`src/rtc_regs_pkg.sv`:
```
`default_nettype none
package rtc_regs_pkg;

  // ---------------------------------------------------------------
  // Register indices (byte address is four times the index).
  // ---------------------------------------------------------------
  localparam logic [5:0] IDX_CONTROL   = 6'h00;
  localparam logic [5:0] IDX_STATUS    = 6'h01;
  localparam logic [5:0] IDX_INT_EN    = 6'h02;
  localparam logic [5:0] IDX_INT_FLAGS = 6'h03;
  localparam logic [5:0] IDX_STAGING   = 6'h04;
  localparam logic [5:0] IDX_COUNT_LO  = 6'h08;
  localparam logic [5:0] IDX_COUNT_HI  = 6'h09;
  localparam logic [5:0] IDX_WRAP_LO   = 6'h0a;
  localparam logic [5:0] IDX_WRAP_HI   = 6'h0b;
  localparam logic [5:0] IDX_CMP_LO    = 6'h0c;
  localparam logic [5:0] IDX_CMP_HI    = 6'h0d;

  // ---------------------------------------------------------------
  // Field positions and masks.
  // ---------------------------------------------------------------
  localparam int         CTRL_EN_BIT    = 0;
  localparam int         CTRL_CORR_BIT  = 2;
  localparam int         CTRL_PSC_LSB   = 3;
  localparam int         CTRL_PSC_MSB   = 6;
  localparam int         CTRL_STDBY_BIT = 7;
  localparam logic [7:0] CTRL_WMASK     = 8'hfd;
  localparam int         FLAG_WRAP      = 0;
  localparam int         FLAG_CMP       = 1;
  localparam int         PSC_W          = 15;

  // Indices of the four crossing channels, equal to their status bits.
  localparam int         SYN_CTRL = 0;
  localparam int         SYN_CNT  = 1;
  localparam int         SYN_WRAP = 2;
  localparam int         SYN_CMP  = 3;
  localparam int         SYN_N    = 4;

  // ---------------------------------------------------------------
  // Reset values and timing.
  // ---------------------------------------------------------------
  localparam logic [7:0]  CTRL_RESET  = 8'h00;
  localparam logic [15:0] COUNT_RESET = 16'h0000;
  localparam logic [15:0] WRAP_RESET  = 16'hffff;
  localparam logic [15:0] CMP_RESET   = 16'h0000;
  localparam logic [1:0]  SYNC_TICKS  = 2'h2;

endpackage : rtc_regs_pkg
`default_nettype wire
```
`src/rtc_control_status_irq_regs.sv`:
```
// Overview of operation
// - Control bit 7 keeps counting during standby.
// - Bits 6:3 divide counter clock by power-of-two.
// - Control write acts after two counter-clock cycles.
// - Control bit 2 enables frequency correction.
// - Control bit 0 enables the counter.
// - Status bit 3 shows compare transfer busy.
// - Status bit 2 shows wrap-limit transfer busy.
// - Status bit 1 shows count transfer busy.
// - Status bit 0 shows control transfer busy.
// - Enable bit 1 gates compare-match interrupt.
// - Enable bit 0 gates wrap interrupt.
// - Counter wraps to zero after wrap limit.
// - Flag bit 1 sets on count equal compare.
// - Flag bit 0 sets on wrap to zero.
// - Writing one clears a flag, zero keeps.
// - Staging byte gives atomic 16-bit access.
// - One staging byte shared, directly readable, writable.
// - Interrupt asserted while flag and enable set.
// - Counter-clock transfers are synchronized.
`timescale 1ns/1ns
`default_nettype none
module rtc_control_status_irq_regs
  import rtc_regs_pkg::*;
(
  input  wire logic        clk,
  input  wire logic        rst_n,
  input  wire logic        wb_cyc_i,
  input  wire logic        wb_stb_i,
  input  wire logic        wb_we_i,
  input  wire logic [7:0]  wb_adr_i,
  input  wire logic [3:0]  wb_sel_i,
  input  wire logic [31:0] wb_dat_i,
  output logic      [31:0] wb_dat_o,
  output logic             wb_ack_o,
  input  wire logic        counter_clock,
  input  wire logic        standby_sleep,
  output logic             irq,
  output logic             freq_correction_enable
);

  // ---------------------------------------------------------------
  // State.
  // ---------------------------------------------------------------
  typedef struct packed {
    logic                       ack;
    logic [7:0]                 rdat;
    logic [7:0]                 counter_control;
    logic [7:0]                 ctrl_act;
    logic [1:0]                 interrupt_enable;
    logic [1:0]                 interrupt_flags;
    logic [7:0]                 staging;
    logic [15:0]                wrap_limit;
    logic [15:0]                wrap_act;
    logic [15:0]                cmp_val;
    logic [15:0]                cmp_act;
    logic [15:0]                cnt_new;
    logic [15:0]                tick_count;
    logic [SYN_N-1:0]           busy;
    logic [SYN_N-1:0][1:0]      sync_cnt;
    logic                       clk_s1;
    logic                       clk_s2;
    logic                       clk_s3;
    logic [PSC_W-1:0]           psc;
    logic                       irq;
    logic                       corr;
  } state_s;

  state_s q;
  state_s d;

  logic             access;
  logic             wr;
  logic             rd;
  logic [5:0]       idx;
  logic [7:0]       wdat;
  logic             slow_edge;
  logic             run;
  logic             pre_tick;
  logic [PSC_W-1:0] psc_mask;
  logic [15:0]      next_count;

  // ---------------------------------------------------------------
  // Bus decode and counter clock tick.
  // ---------------------------------------------------------------
  assign access    = wb_cyc_i && wb_stb_i && !q.ack;
  assign wr        = access && wb_we_i && wb_sel_i[0];
  assign rd        = access && !wb_we_i;
  assign idx       = wb_adr_i[7:2];
  assign wdat      = wb_dat_i[7:0];
  assign slow_edge = q.clk_s2 && !q.clk_s3;
  assign run       = q.ctrl_act[CTRL_EN_BIT]
                     && (!standby_sleep || q.ctrl_act[CTRL_STDBY_BIT]);
  assign psc_mask  = PSC_W'((16'h0001
                     << q.ctrl_act[CTRL_PSC_MSB:CTRL_PSC_LSB]) - 16'h0001);
  assign pre_tick  = slow_edge && run && ((q.psc & psc_mask) == psc_mask);
  assign next_count = (q.tick_count == q.wrap_act) ? COUNT_RESET
                      : q.tick_count + 16'h0001;

  // ---------------------------------------------------------------
  // Next state.
  // ---------------------------------------------------------------
  always_comb begin
    logic [1:0] flag_set;
    logic [1:0] flag_clr;
    d        = q;
    flag_set = 2'b00;
    flag_clr = 2'b00;

    d.clk_s1 = counter_clock;
    d.clk_s2 = q.clk_s1;
    d.clk_s3 = q.clk_s2;
    d.ack    = access;

    // Prescaler and counter.
    if (slow_edge && run) begin
      d.psc = q.psc + PSC_W'(1);
    end
    if (pre_tick) begin
      d.tick_count = next_count;
      if (q.tick_count == q.wrap_act) begin
        flag_set[FLAG_WRAP] = 1'b1;
      end
      if (next_count == q.cmp_act) begin
        flag_set[FLAG_CMP] = 1'b1;
      end
    end

    // Transfers into the counter domain complete after two ticks.
    for (int i = 0; i < SYN_N; i++) begin
      if (q.busy[i] && slow_edge) begin
        d.sync_cnt[i] = q.sync_cnt[i] + 2'h1;
        if (q.sync_cnt[i] + 2'h1 == SYNC_TICKS) begin
          d.busy[i] = 1'b0;
        end
      end
    end
    if (q.busy[SYN_CTRL] && !d.busy[SYN_CTRL]) begin
      d.ctrl_act = q.counter_control;
    end
    if (q.busy[SYN_WRAP] && !d.busy[SYN_WRAP]) begin
      d.wrap_act = q.wrap_limit;
    end
    if (q.busy[SYN_CMP] && !d.busy[SYN_CMP]) begin
      d.cmp_act = q.cmp_val;
    end
    if (q.busy[SYN_CNT] && !d.busy[SYN_CNT]) begin
      d.tick_count = q.cnt_new;
      d.psc        = '0;
    end

    // Register reads, with the staging side effect on 16-bit low bytes.
    if (rd) begin
      case (idx)
        IDX_CONTROL:   d.rdat = q.counter_control;
        IDX_STATUS:    d.rdat = {4'h0, q.busy};
        IDX_INT_EN:    d.rdat = {6'h00, q.interrupt_enable};
        IDX_INT_FLAGS: d.rdat = {6'h00, q.interrupt_flags};
        IDX_STAGING:   d.rdat = q.staging;
        IDX_COUNT_LO: begin
          d.rdat    = q.tick_count[7:0];
          d.staging = q.tick_count[15:8];
        end
        IDX_WRAP_LO: begin
          d.rdat    = q.wrap_limit[7:0];
          d.staging = q.wrap_limit[15:8];
        end
        IDX_CMP_LO: begin
          d.rdat    = q.cmp_val[7:0];
          d.staging = q.cmp_val[15:8];
        end
        IDX_COUNT_HI,
        IDX_WRAP_HI,
        IDX_CMP_HI:    d.rdat = q.staging;
        default:       d.rdat = 8'h00;
      endcase
    end else if (access) begin
      d.rdat = 8'h00;
    end

    // Register writes; a high byte write commits {data, staging}.
    if (wr) begin
      case (idx)
        IDX_CONTROL: begin
          d.counter_control = wdat & CTRL_WMASK;
          d.busy[SYN_CTRL]     = 1'b1;
          d.sync_cnt[SYN_CTRL] = 2'h0;
        end
        IDX_INT_EN:    d.interrupt_enable = wdat[1:0];
        IDX_INT_FLAGS: flag_clr = wdat[1:0];
        IDX_STAGING,
        IDX_COUNT_LO,
        IDX_WRAP_LO,
        IDX_CMP_LO:    d.staging = wdat;
        IDX_COUNT_HI: begin
          d.cnt_new           = {wdat, q.staging};
          d.busy[SYN_CNT]     = 1'b1;
          d.sync_cnt[SYN_CNT] = 2'h0;
        end
        IDX_WRAP_HI: begin
          d.wrap_limit         = {wdat, q.staging};
          d.busy[SYN_WRAP]     = 1'b1;
          d.sync_cnt[SYN_WRAP] = 2'h0;
        end
        IDX_CMP_HI: begin
          d.cmp_val           = {wdat, q.staging};
          d.busy[SYN_CMP]     = 1'b1;
          d.sync_cnt[SYN_CMP] = 2'h0;
        end
        default: begin
        end
      endcase
    end

    // A hardware set in the clearing cycle wins.
    d.interrupt_flags = (q.interrupt_flags & ~flag_clr) | flag_set;
    d.irq  = |(d.interrupt_flags & d.interrupt_enable);
    d.corr = d.ctrl_act[CTRL_CORR_BIT];
  end

  always_ff @(posedge clk) begin
    if (!rst_n) begin
      q                 <= '0;
      q.counter_control <= CTRL_RESET;
      q.ctrl_act        <= CTRL_RESET;
      q.wrap_limit      <= WRAP_RESET;
      q.wrap_act        <= WRAP_RESET;
      q.cmp_val         <= CMP_RESET;
      q.cmp_act         <= CMP_RESET;
      q.tick_count      <= COUNT_RESET;
    end else begin
      q <= d;
    end
  end

  assign wb_dat_o               = {24'h000000, q.rdat};
  assign wb_ack_o               = q.ack;
  assign irq                    = q.irq;
  assign freq_correction_enable = q.corr;

  // ---------------------------------------------------------------
  // Check helpers.
  // ---------------------------------------------------------------
  // Counter-clock edges seen since the last wrap-limit commit; it
  // saturates so that a long idle spell never brings it back to two.
  logic [1:0] wrap_edges_q;

  always_ff @(posedge clk) begin
    if (!rst_n || (wr && idx == IDX_WRAP_HI)) begin
      wrap_edges_q <= 2'h0;
    end else if (slow_edge && wrap_edges_q != 2'h3) begin
      wrap_edges_q <= wrap_edges_q + 2'h1;
    end
  end
endmodule : rtc_control_status_irq_regs
`default_nettype wire

```
`config.mk`:
```
export PLATFORM = sky130hd
export DESIGN_NAME = rtc_control_status_irq_regs
export DESIGN_NICKNAME = d
export VERILOG_FILES = /design/src/rtc_regs_pkg.sv /design/src/rtc_control_status_irq_regs.sv
export SDC_FILE = /design/constraint.sdc
export NUM_CORES = 1
export LEC_CHECK = 0
export ABC_AREA = 1
export BUFFER_PORTS_ARGS = -buffer_cell sky130_fd_sc_hd__buf_2
export CAP_MARGIN = 0
export CORE_ASPECT_RATIO = 2
export CORE_UTILIZATION = 42
export DETAILED_ROUTE_END_ITERATION = 6
export SYNTH_ARGS = -nofsm -noshare
export SYNTH_HDL_FRONTEND = slang
export SYNTH_SLANG_ARGS = --single-unit
```
`constraint.sdc`:
```
create_clock -name clk -period 2.8 [get_ports clk]
set_input_delay 0.14 -clock clk [delete_from_list [all_inputs] [get_ports clk]]
set_output_delay 0.14 -clock clk [all_outputs]
set_load 0.1 [all_outputs]
```
==> results.yml, run 1 <==
power_and_ir_drop:
  leakagePower_nw: 3.90
  powerDensity_mw_per_mm2: 543
  p_switching_mw: 1.33
  power.share.clock_pct: 48.2
  switching_share_pct: 26.5
  irDropWorstVdd_uv: 441
  seqPwrFrac_pct: 46.0
  pwr-share-comb_pct: 5.8
  internal_power_mw: 3.69
  fin_total_pwr_mw: 5.02
synthesis:
  synth_area_leaders: "dfxtp_1 39%, nand2_1 11%, nor2_1 6.1%"
  ys_warn_count: 0
  async_reset_ff_share_pct: 0
  netlist_instances: 1170
  synth_top_area_cell: "dfxtp_1"
  ys_seq_elements: 162
  post_synth_instance_area_mm2: 0.00821
  yosys_most_used_dff: "dfxtp_1"
  ys_seq_area_share_pct: 39.5
  synth-edff-count: 0
  synth.most_common_cell: "nand2_1"
  syn_avg_cell_area_um2: 7.02
  ys_top_cells_by_count: "246 x nand2_1, 162 x dfxtp_1, 134 x nor2_1, 133 x inv_1, 93 x a21oi_1"
  yosysUniqueCellTypes: 41
  synth_top_area_share_pct: 39.5
final_layout:
  diodes: 0
  area_growth_pct: 12.5
  drive_gt1_share_pct: 11.8
  fin_nets: 1262
drt:
  drtPass1Iterations: 5
  drt_iter0_drc: 441
  wl_um: 24800
  vias_per_cell: 5.16
  route.detailed.drc: 0
  vias: 7623
  antenna_left: 0
  wl_per_cell_um: 16.8
sta:
  fin_tns_setup_ns: 0
  period_needed_ns: 2.51
  hold_viol_final: 0
  slew_headroom_pct: 53.2
  rsz0062_at_grt: "false"
  period_share_pct: 89.6
  clock_skew_ns: 0.00894
  worst_slew_pin_slew_ns: 0.702
  slew_viol_final: 0
  clock.fmax_mhz: 399
  finalSetupViolations: 0
setup_path:
  critPathCaptureType: "flop"
  r2r_end: "irq"
  crit_end: "irq"
  crit_chain: "inv_1 > nand2_1 > nand2_1 > nor2_1 > nand2_1 > nor2_1 > nand2_4 > buf_4 > nand3_1 > nand2_1 > nor2_1 > nand2_1 > nor2_1 > nand3_1 > nand2_1 > nand2_1 > nand2_1"
  worst_ep_required_time_ns: 3.19
  start_kind: "flop"
  crit_family: "simple AND/OR/NAND/NOR gates"
  path_max_fanout: 17
  reg2reg_from: "q[32]"
  crit_start: "q[32]"
  critPathKind: "reg -> reg"
  cpMaxStageDelayCell: "dfxtp_1"
  r2r_slack_ns: 0.29
  reg2regPathDepth: 17
  crit_cells: 17
  cp_num_buf_inv: 2
  arrival_ns: 2.90
  path_common_cell: "nand2_1"
  critPathMaxStageDelay_ns: 0.41
grt:
  grt_overflow_total: 0
  grt_start_max_net_pins: 66
  grt_pass1_wl_um: 38600
  gr-usage-all-layers_pct: 26.0
  grt_pass1_vias: 7069
  antenna_found_initial: 0
clock_network:
  clock_sinks: 162
  path_clk_slew_ns: 0.07
  htree_levels: 4
  cts_tree: "done"
  root_buffer: "clkbuf_16"
  cts_inserted_buffers: 17
  clkLatencyLatePin_ns: 0.44
  clockBufferDepth: 2
floorplan:
  die_area_mm2: 0.0202
  start_util_pct: 42.6
  io_pins: 86
  row_count: 72
  die_w_um: 101
  die_h_um: 200
  core-area_mm2: 0.0193
place:
  dp_hpwl_um: 18600
  place.gp.congestion: 0.912
  port_buffers: 32
worst_hold_path:
  hold_class: "in -> reg"
flow_run:
  drv_cap: 0
run_status:
  status: "completed"
[sequential cells by signal (all words and copies together), names as in the netlist]
register	count
q	150
wb_dat_o	8
d	2
irq	1
wb_ack_o	1
[worst min path at each step]
stage,start,endpoint,cells after the start,slack [ns]
finish,wb_dat_i[1],q[139],3,0.02
global route,wb_dat_i[1],q[139],3,0.04
CTS,wb_dat_i[1],q[139],3,0.0007
detailed placement,counter_clock,d[18],3,0.33
global placement,counter_clock,d[18],3,0.32
floorplan,counter_clock,d[18],2,0.24
[power groups by stage]
stage | logic [mW] | registers [mW] | clock network [mW]
floorplan | 0.246 | 2.37 | 0
global placement | 0.283 | 2.36 | 0
detailed placement | 0.283 | 2.36 | 0
CTS | 0.290 | 2.31 | 2.44
global route | 0.307 | 2.31 | 2.53
finish | 0.291 | 2.31 | 2.42
[area by class of cell]
| type | count | area, um2 |
|---|---|---|
| Clock buffer | 17 | 425 |
| Clock inverter | 15 | 173 |
| Fill cell | 2030 | 10000 |
| Inverter | 144 | 543 |
| Multi-Input combinational cell | 807 | 4050 |
| Sequential cell | 162 | 3240 |
| Tap cell | 259 | 324 |
| Timing Repair Buffer | 72 | 485 |
[worst reg2reg max path: stages (launching register included)]
cell	delay, ns
dfxtp_1	0.41
inv_1	0.14
nand2_1	0.08
nand2_1	0.05
nor2_1	0.25
nand2_1	0.12
nor2_1	0.20
nand2_4	0.17
buf_4	0.24
nand3_1	0.08
nand2_1	0.09
nor2_1	0.13
nand2_1	0.06
nor2_1	0.08
nand3_1	0.14
nand2_1	0.10
nand2_1	0.06
nand2_1	0.06
[kinds of logic after synthesis]
kind of cell / count (synthesis) / synth area share (%)
AOI/OAI and AO/OA: 277 / 20.5
xor gates and xnor gates: 15 / 1.60
adders and majority gates: 7 / 1.07
buffers and inverters: 224 / 12.5
DFF: 162 / 39.5
other: 1 / 0.0457
and+or+nand+nor: 484 / 24.8
[metrics by stage]
stage	cells	area, um2	hold slack, ns	setup WS, ns	utilization (%)
after detailed placement	1435	8560	0.327	0.0649	44.4
after floorplan	1193	8300	0.238	0.666	-
after global placement	1435	8560	0.321	0.110	44.4
after global routing	1476	9240	0.0365	0.0371	47.9
final	1476	9240	0.0195	0.293	47.9
after CTS	1472	9210	0.000702	0.0573	47.8
[routing by layer]
layer	GRT usage [%]	share of wire [%]	up-vias
li1	-	-	3875
met1	27.0	37	3497
met2	48.5	55	192
met3	3.66	3.3	59
met4	15.4	5.1	0
met5	0	0	-
[layout by cell type, fill, tap and decap left out, types with 12 or more instances in the layout]
cell type / n
o211ai_1: 20
inv_1: 133
a21oi_1: 93
dfxtp_1: 162
a22oi_1: 13
o21ai_1: 12
conb_1: 24
nand2_1: 246
xor2_1: 13
buf_2: 32
a211oi_1: 37
nor2_1: 132
clkbuf_16: 17
buf_4: 34
nor3_1: 19
o21ai_0: 74
nand3_1: 50
[timing repair]
item	4_1_cts	5_1_grt
gates resized for setup	0	1
setup endpoints to repair	0	17
hold buffers	5	0
hold endpoints to repair	5	0
setup buffers	0	4
Power figures use the tool's default switching activity.
==> run 2, diff against run 1 <==
--- a/config.mk
+++ b/config.mk
@@ -9,6 +9,7 @@
 export BUFFER_PORTS_ARGS = -buffer_cell sky130_fd_sc_hd__buf_2
 export CAP_MARGIN = 0
 export CORE_ASPECT_RATIO = 2
+export CORE_MARGIN = 3
 export CORE_UTILIZATION = 42
 export DETAILED_ROUTE_END_ITERATION = 6
 export SYNTH_ARGS = -nofsm -noshare
==> run 2 against run 1 <==
Net effect: sequential share of layout area grew 0.15 points; wire length about the same; non-clock buffer count down 4; highest routed layer unchanged; count of clock-buffer cells in the layout increased by 3; largest cell class unchanged; via count rose by 0.50%; first-iteration DRC count grew 6.1%; sequential cell count unchanged.
==> results.yml, run 2 (synthesized netlist as in run 1, its figures left out) <==
clock_network:
  path_clk_slew_ns: 0.06
  clkLatencyLatePin_ns: 0.43
  clock_sinks: 162
  cts_tree: "done"
  cts_inserted_buffers: 17
  root_buffer: "clkbuf_16"
  clockBufferDepth: 2
  post_cts_buffers: 0
  htree_levels: 4
setup_path:
  r2r_end: "irq"
  r2r_slack_ns: 0.29
  start_kind: "flop"
  critPathMaxStageDelay_ns: 0.43
  path_max_fanout: 19
  worst_ep_required_time_ns: 3.17
  critPathKind: "reg -> reg"
  reg2regPathDepth: 17
  arrival_ns: 2.88
  critPathCaptureType: "flop"
  reg2reg_from: "q[33]"
  cpMaxStageDelayCell: "dfxtp_1"
  path_common_cell: "nand2_1"
  crit_chain: "inv_1 > nand2_1 > nand2_1 > nor2_1 > nand2_1 > nor2_1 > nand2_2 > buf_4 > nand2_1 > nand2_1 > nand2_1 > nand3_1 > nor2_1 > nand3_1 > nand2_1 > nand2_1 > nand2_1"
sta:
  hold_viol_final: 0
  period_needed_ns: 2.51
  finalSetupViolations: 0
  rsz0062_at_grt: "false"
  period_share_pct: 89.8
  clock_skew_ns: 0.0122
  clock.fmax_mhz: 398
  slew_viol_final: 0
  setup_ws_ns: 0.285
  worst_slew_pin_slew_ns: 0.711
  fin_tns_setup_ns: 0
  slew_headroom_pct: 52.6
grt:
  grt_pass1_vias: 7215
  antenna_found_initial: 0
  met1_usage_pct: 24.1
  grt_overflow_total: 0
  busiest_layer: "met2"
  met2_usage_pct: 44.7
  met3_usage_pct: 2.57
  grt_pass1_wl_um: 38500
  gr-usage-all-layers_pct: 23.3
  grt_start_max_net_pins: 65
floorplan:
  io_pins: 86
  start_util_pct: 43.2
  die_h_um: 204
  row_count: 71
  die_w_um: 105
  die_area_mm2: 0.0214
  core-area_mm2: 0.0190
power_and_ir_drop:
  powerDensity_mw_per_mm2: 540
  irDropWorstVdd_uv: 383
  leakagePower_nw: 3.86
final_layout:
  fin_nets: 1258
  diodes: 0
  top_register: "q"
  drive_gt1_share_pct: 11.3
  mostFrequentLayoutCells: "246 x nand2_1, 162 x dfxtp_1, 133 x inv_1, 132 x nor2_1, 93 x a21oi_1"
  area_growth_pct: 12.0
  largest_reg_flops: 150
  layout_commonest_cell: "nand2_1"
worst_hold_path:
  hold_class: "in -> reg"
  min_path_cells: 3
  whs_endpoint: "q[139]"
  holdCritStartpoint: "wb_dat_i[1]"
drt:
  wl_um: 24800
  vias: 7661
  drtPass1Iterations: 5
  wl_per_cell_um: 16.9
  antenna_left: 0
  drt_iter0_drc: 468
  route.detailed.drc: 0
  vias_per_cell: 5.22
flow_run:
  drv_cap: 0
place:
  dp_hpwl_um: 18300
  port_buffers: 32
  place.gp.congestion: 0.924
  pre_cts_slack_ns: 0.244
run_status:
  status: "completed"
## run 2: worst max-delay path: cells and delay by family (launching register included)
family	cells	cell delay (ns)
simple gates	15	1.62
flops	1	0.43
buf+inv	2	0.39
## run 2: layout make-up
cell class                      count  area, um2
Sequential cell                   162       3240
Fill cell                        1944       9810
Clock buffer                       20        447
Clock inverter                     12        148
Tap cell                          255        319
Inverter                          144        543
Multi-Input combinational cell    807       4050
Timing Repair Buffer               68        455
## run 2: worst max-delay path by stage
stage / depth (start not counted) / slack [ns] / endpoint / from
finish: 17 / 0.29 / irq / q[33]
global route: 14 / 0.03 / q[34] / q[145]
CTS: 14 / 0.25 / q[34] / q[145]
detailed placement: 14 / 0.24 / q[34] / q[145]
global placement: 14 / 0.27 / q[34] / q[145]
floorplan: 16 / 0.67 / q[37] / q[146]
## run 2: where the power goes
part / switching, mW / total, mW / internal [mW]
clock: 1.01 / 2.37 / 1.36
sequential: 0.00273 / 2.31 / 2.31
combinational: 0.249 / 0.290 / 0.0409
## run 2: metal layers
metal | wire, um | share of wire (%)
met4 | 1310 | 5.3
met2 | 13400 | 54
met1 | 9340 | 38
met3 | 809 | 3.3
met5 | 0 | 0
## run 2: through the flow
step | utilization [%] | std cells | power [mW] | hold slack (ns) | area (um2)
after global routing | 48.4 | 1468 | 5.09 | 0.0348 | 9200
after floorplan | - | 1193 | 2.61 | 0.238 | 8300
final | 48.4 | 1468 | 4.97 | 0.0216 | 9200
after detailed placement | 45.0 | 1431 | 2.65 | 0.328 | 8550
after global placement | 45.0 | 1431 | 2.64 | 0.320 | 8550
after CTS | 48.4 | 1468 | 5.00 | 0.0139 | 9200
## run 2: what timing repair did
action,in CTS,in global routing
hold buffers,5,0
setup endpoints to repair,0,1
gates resized for setup,0,1
endpoints found under the hold margin,5,0
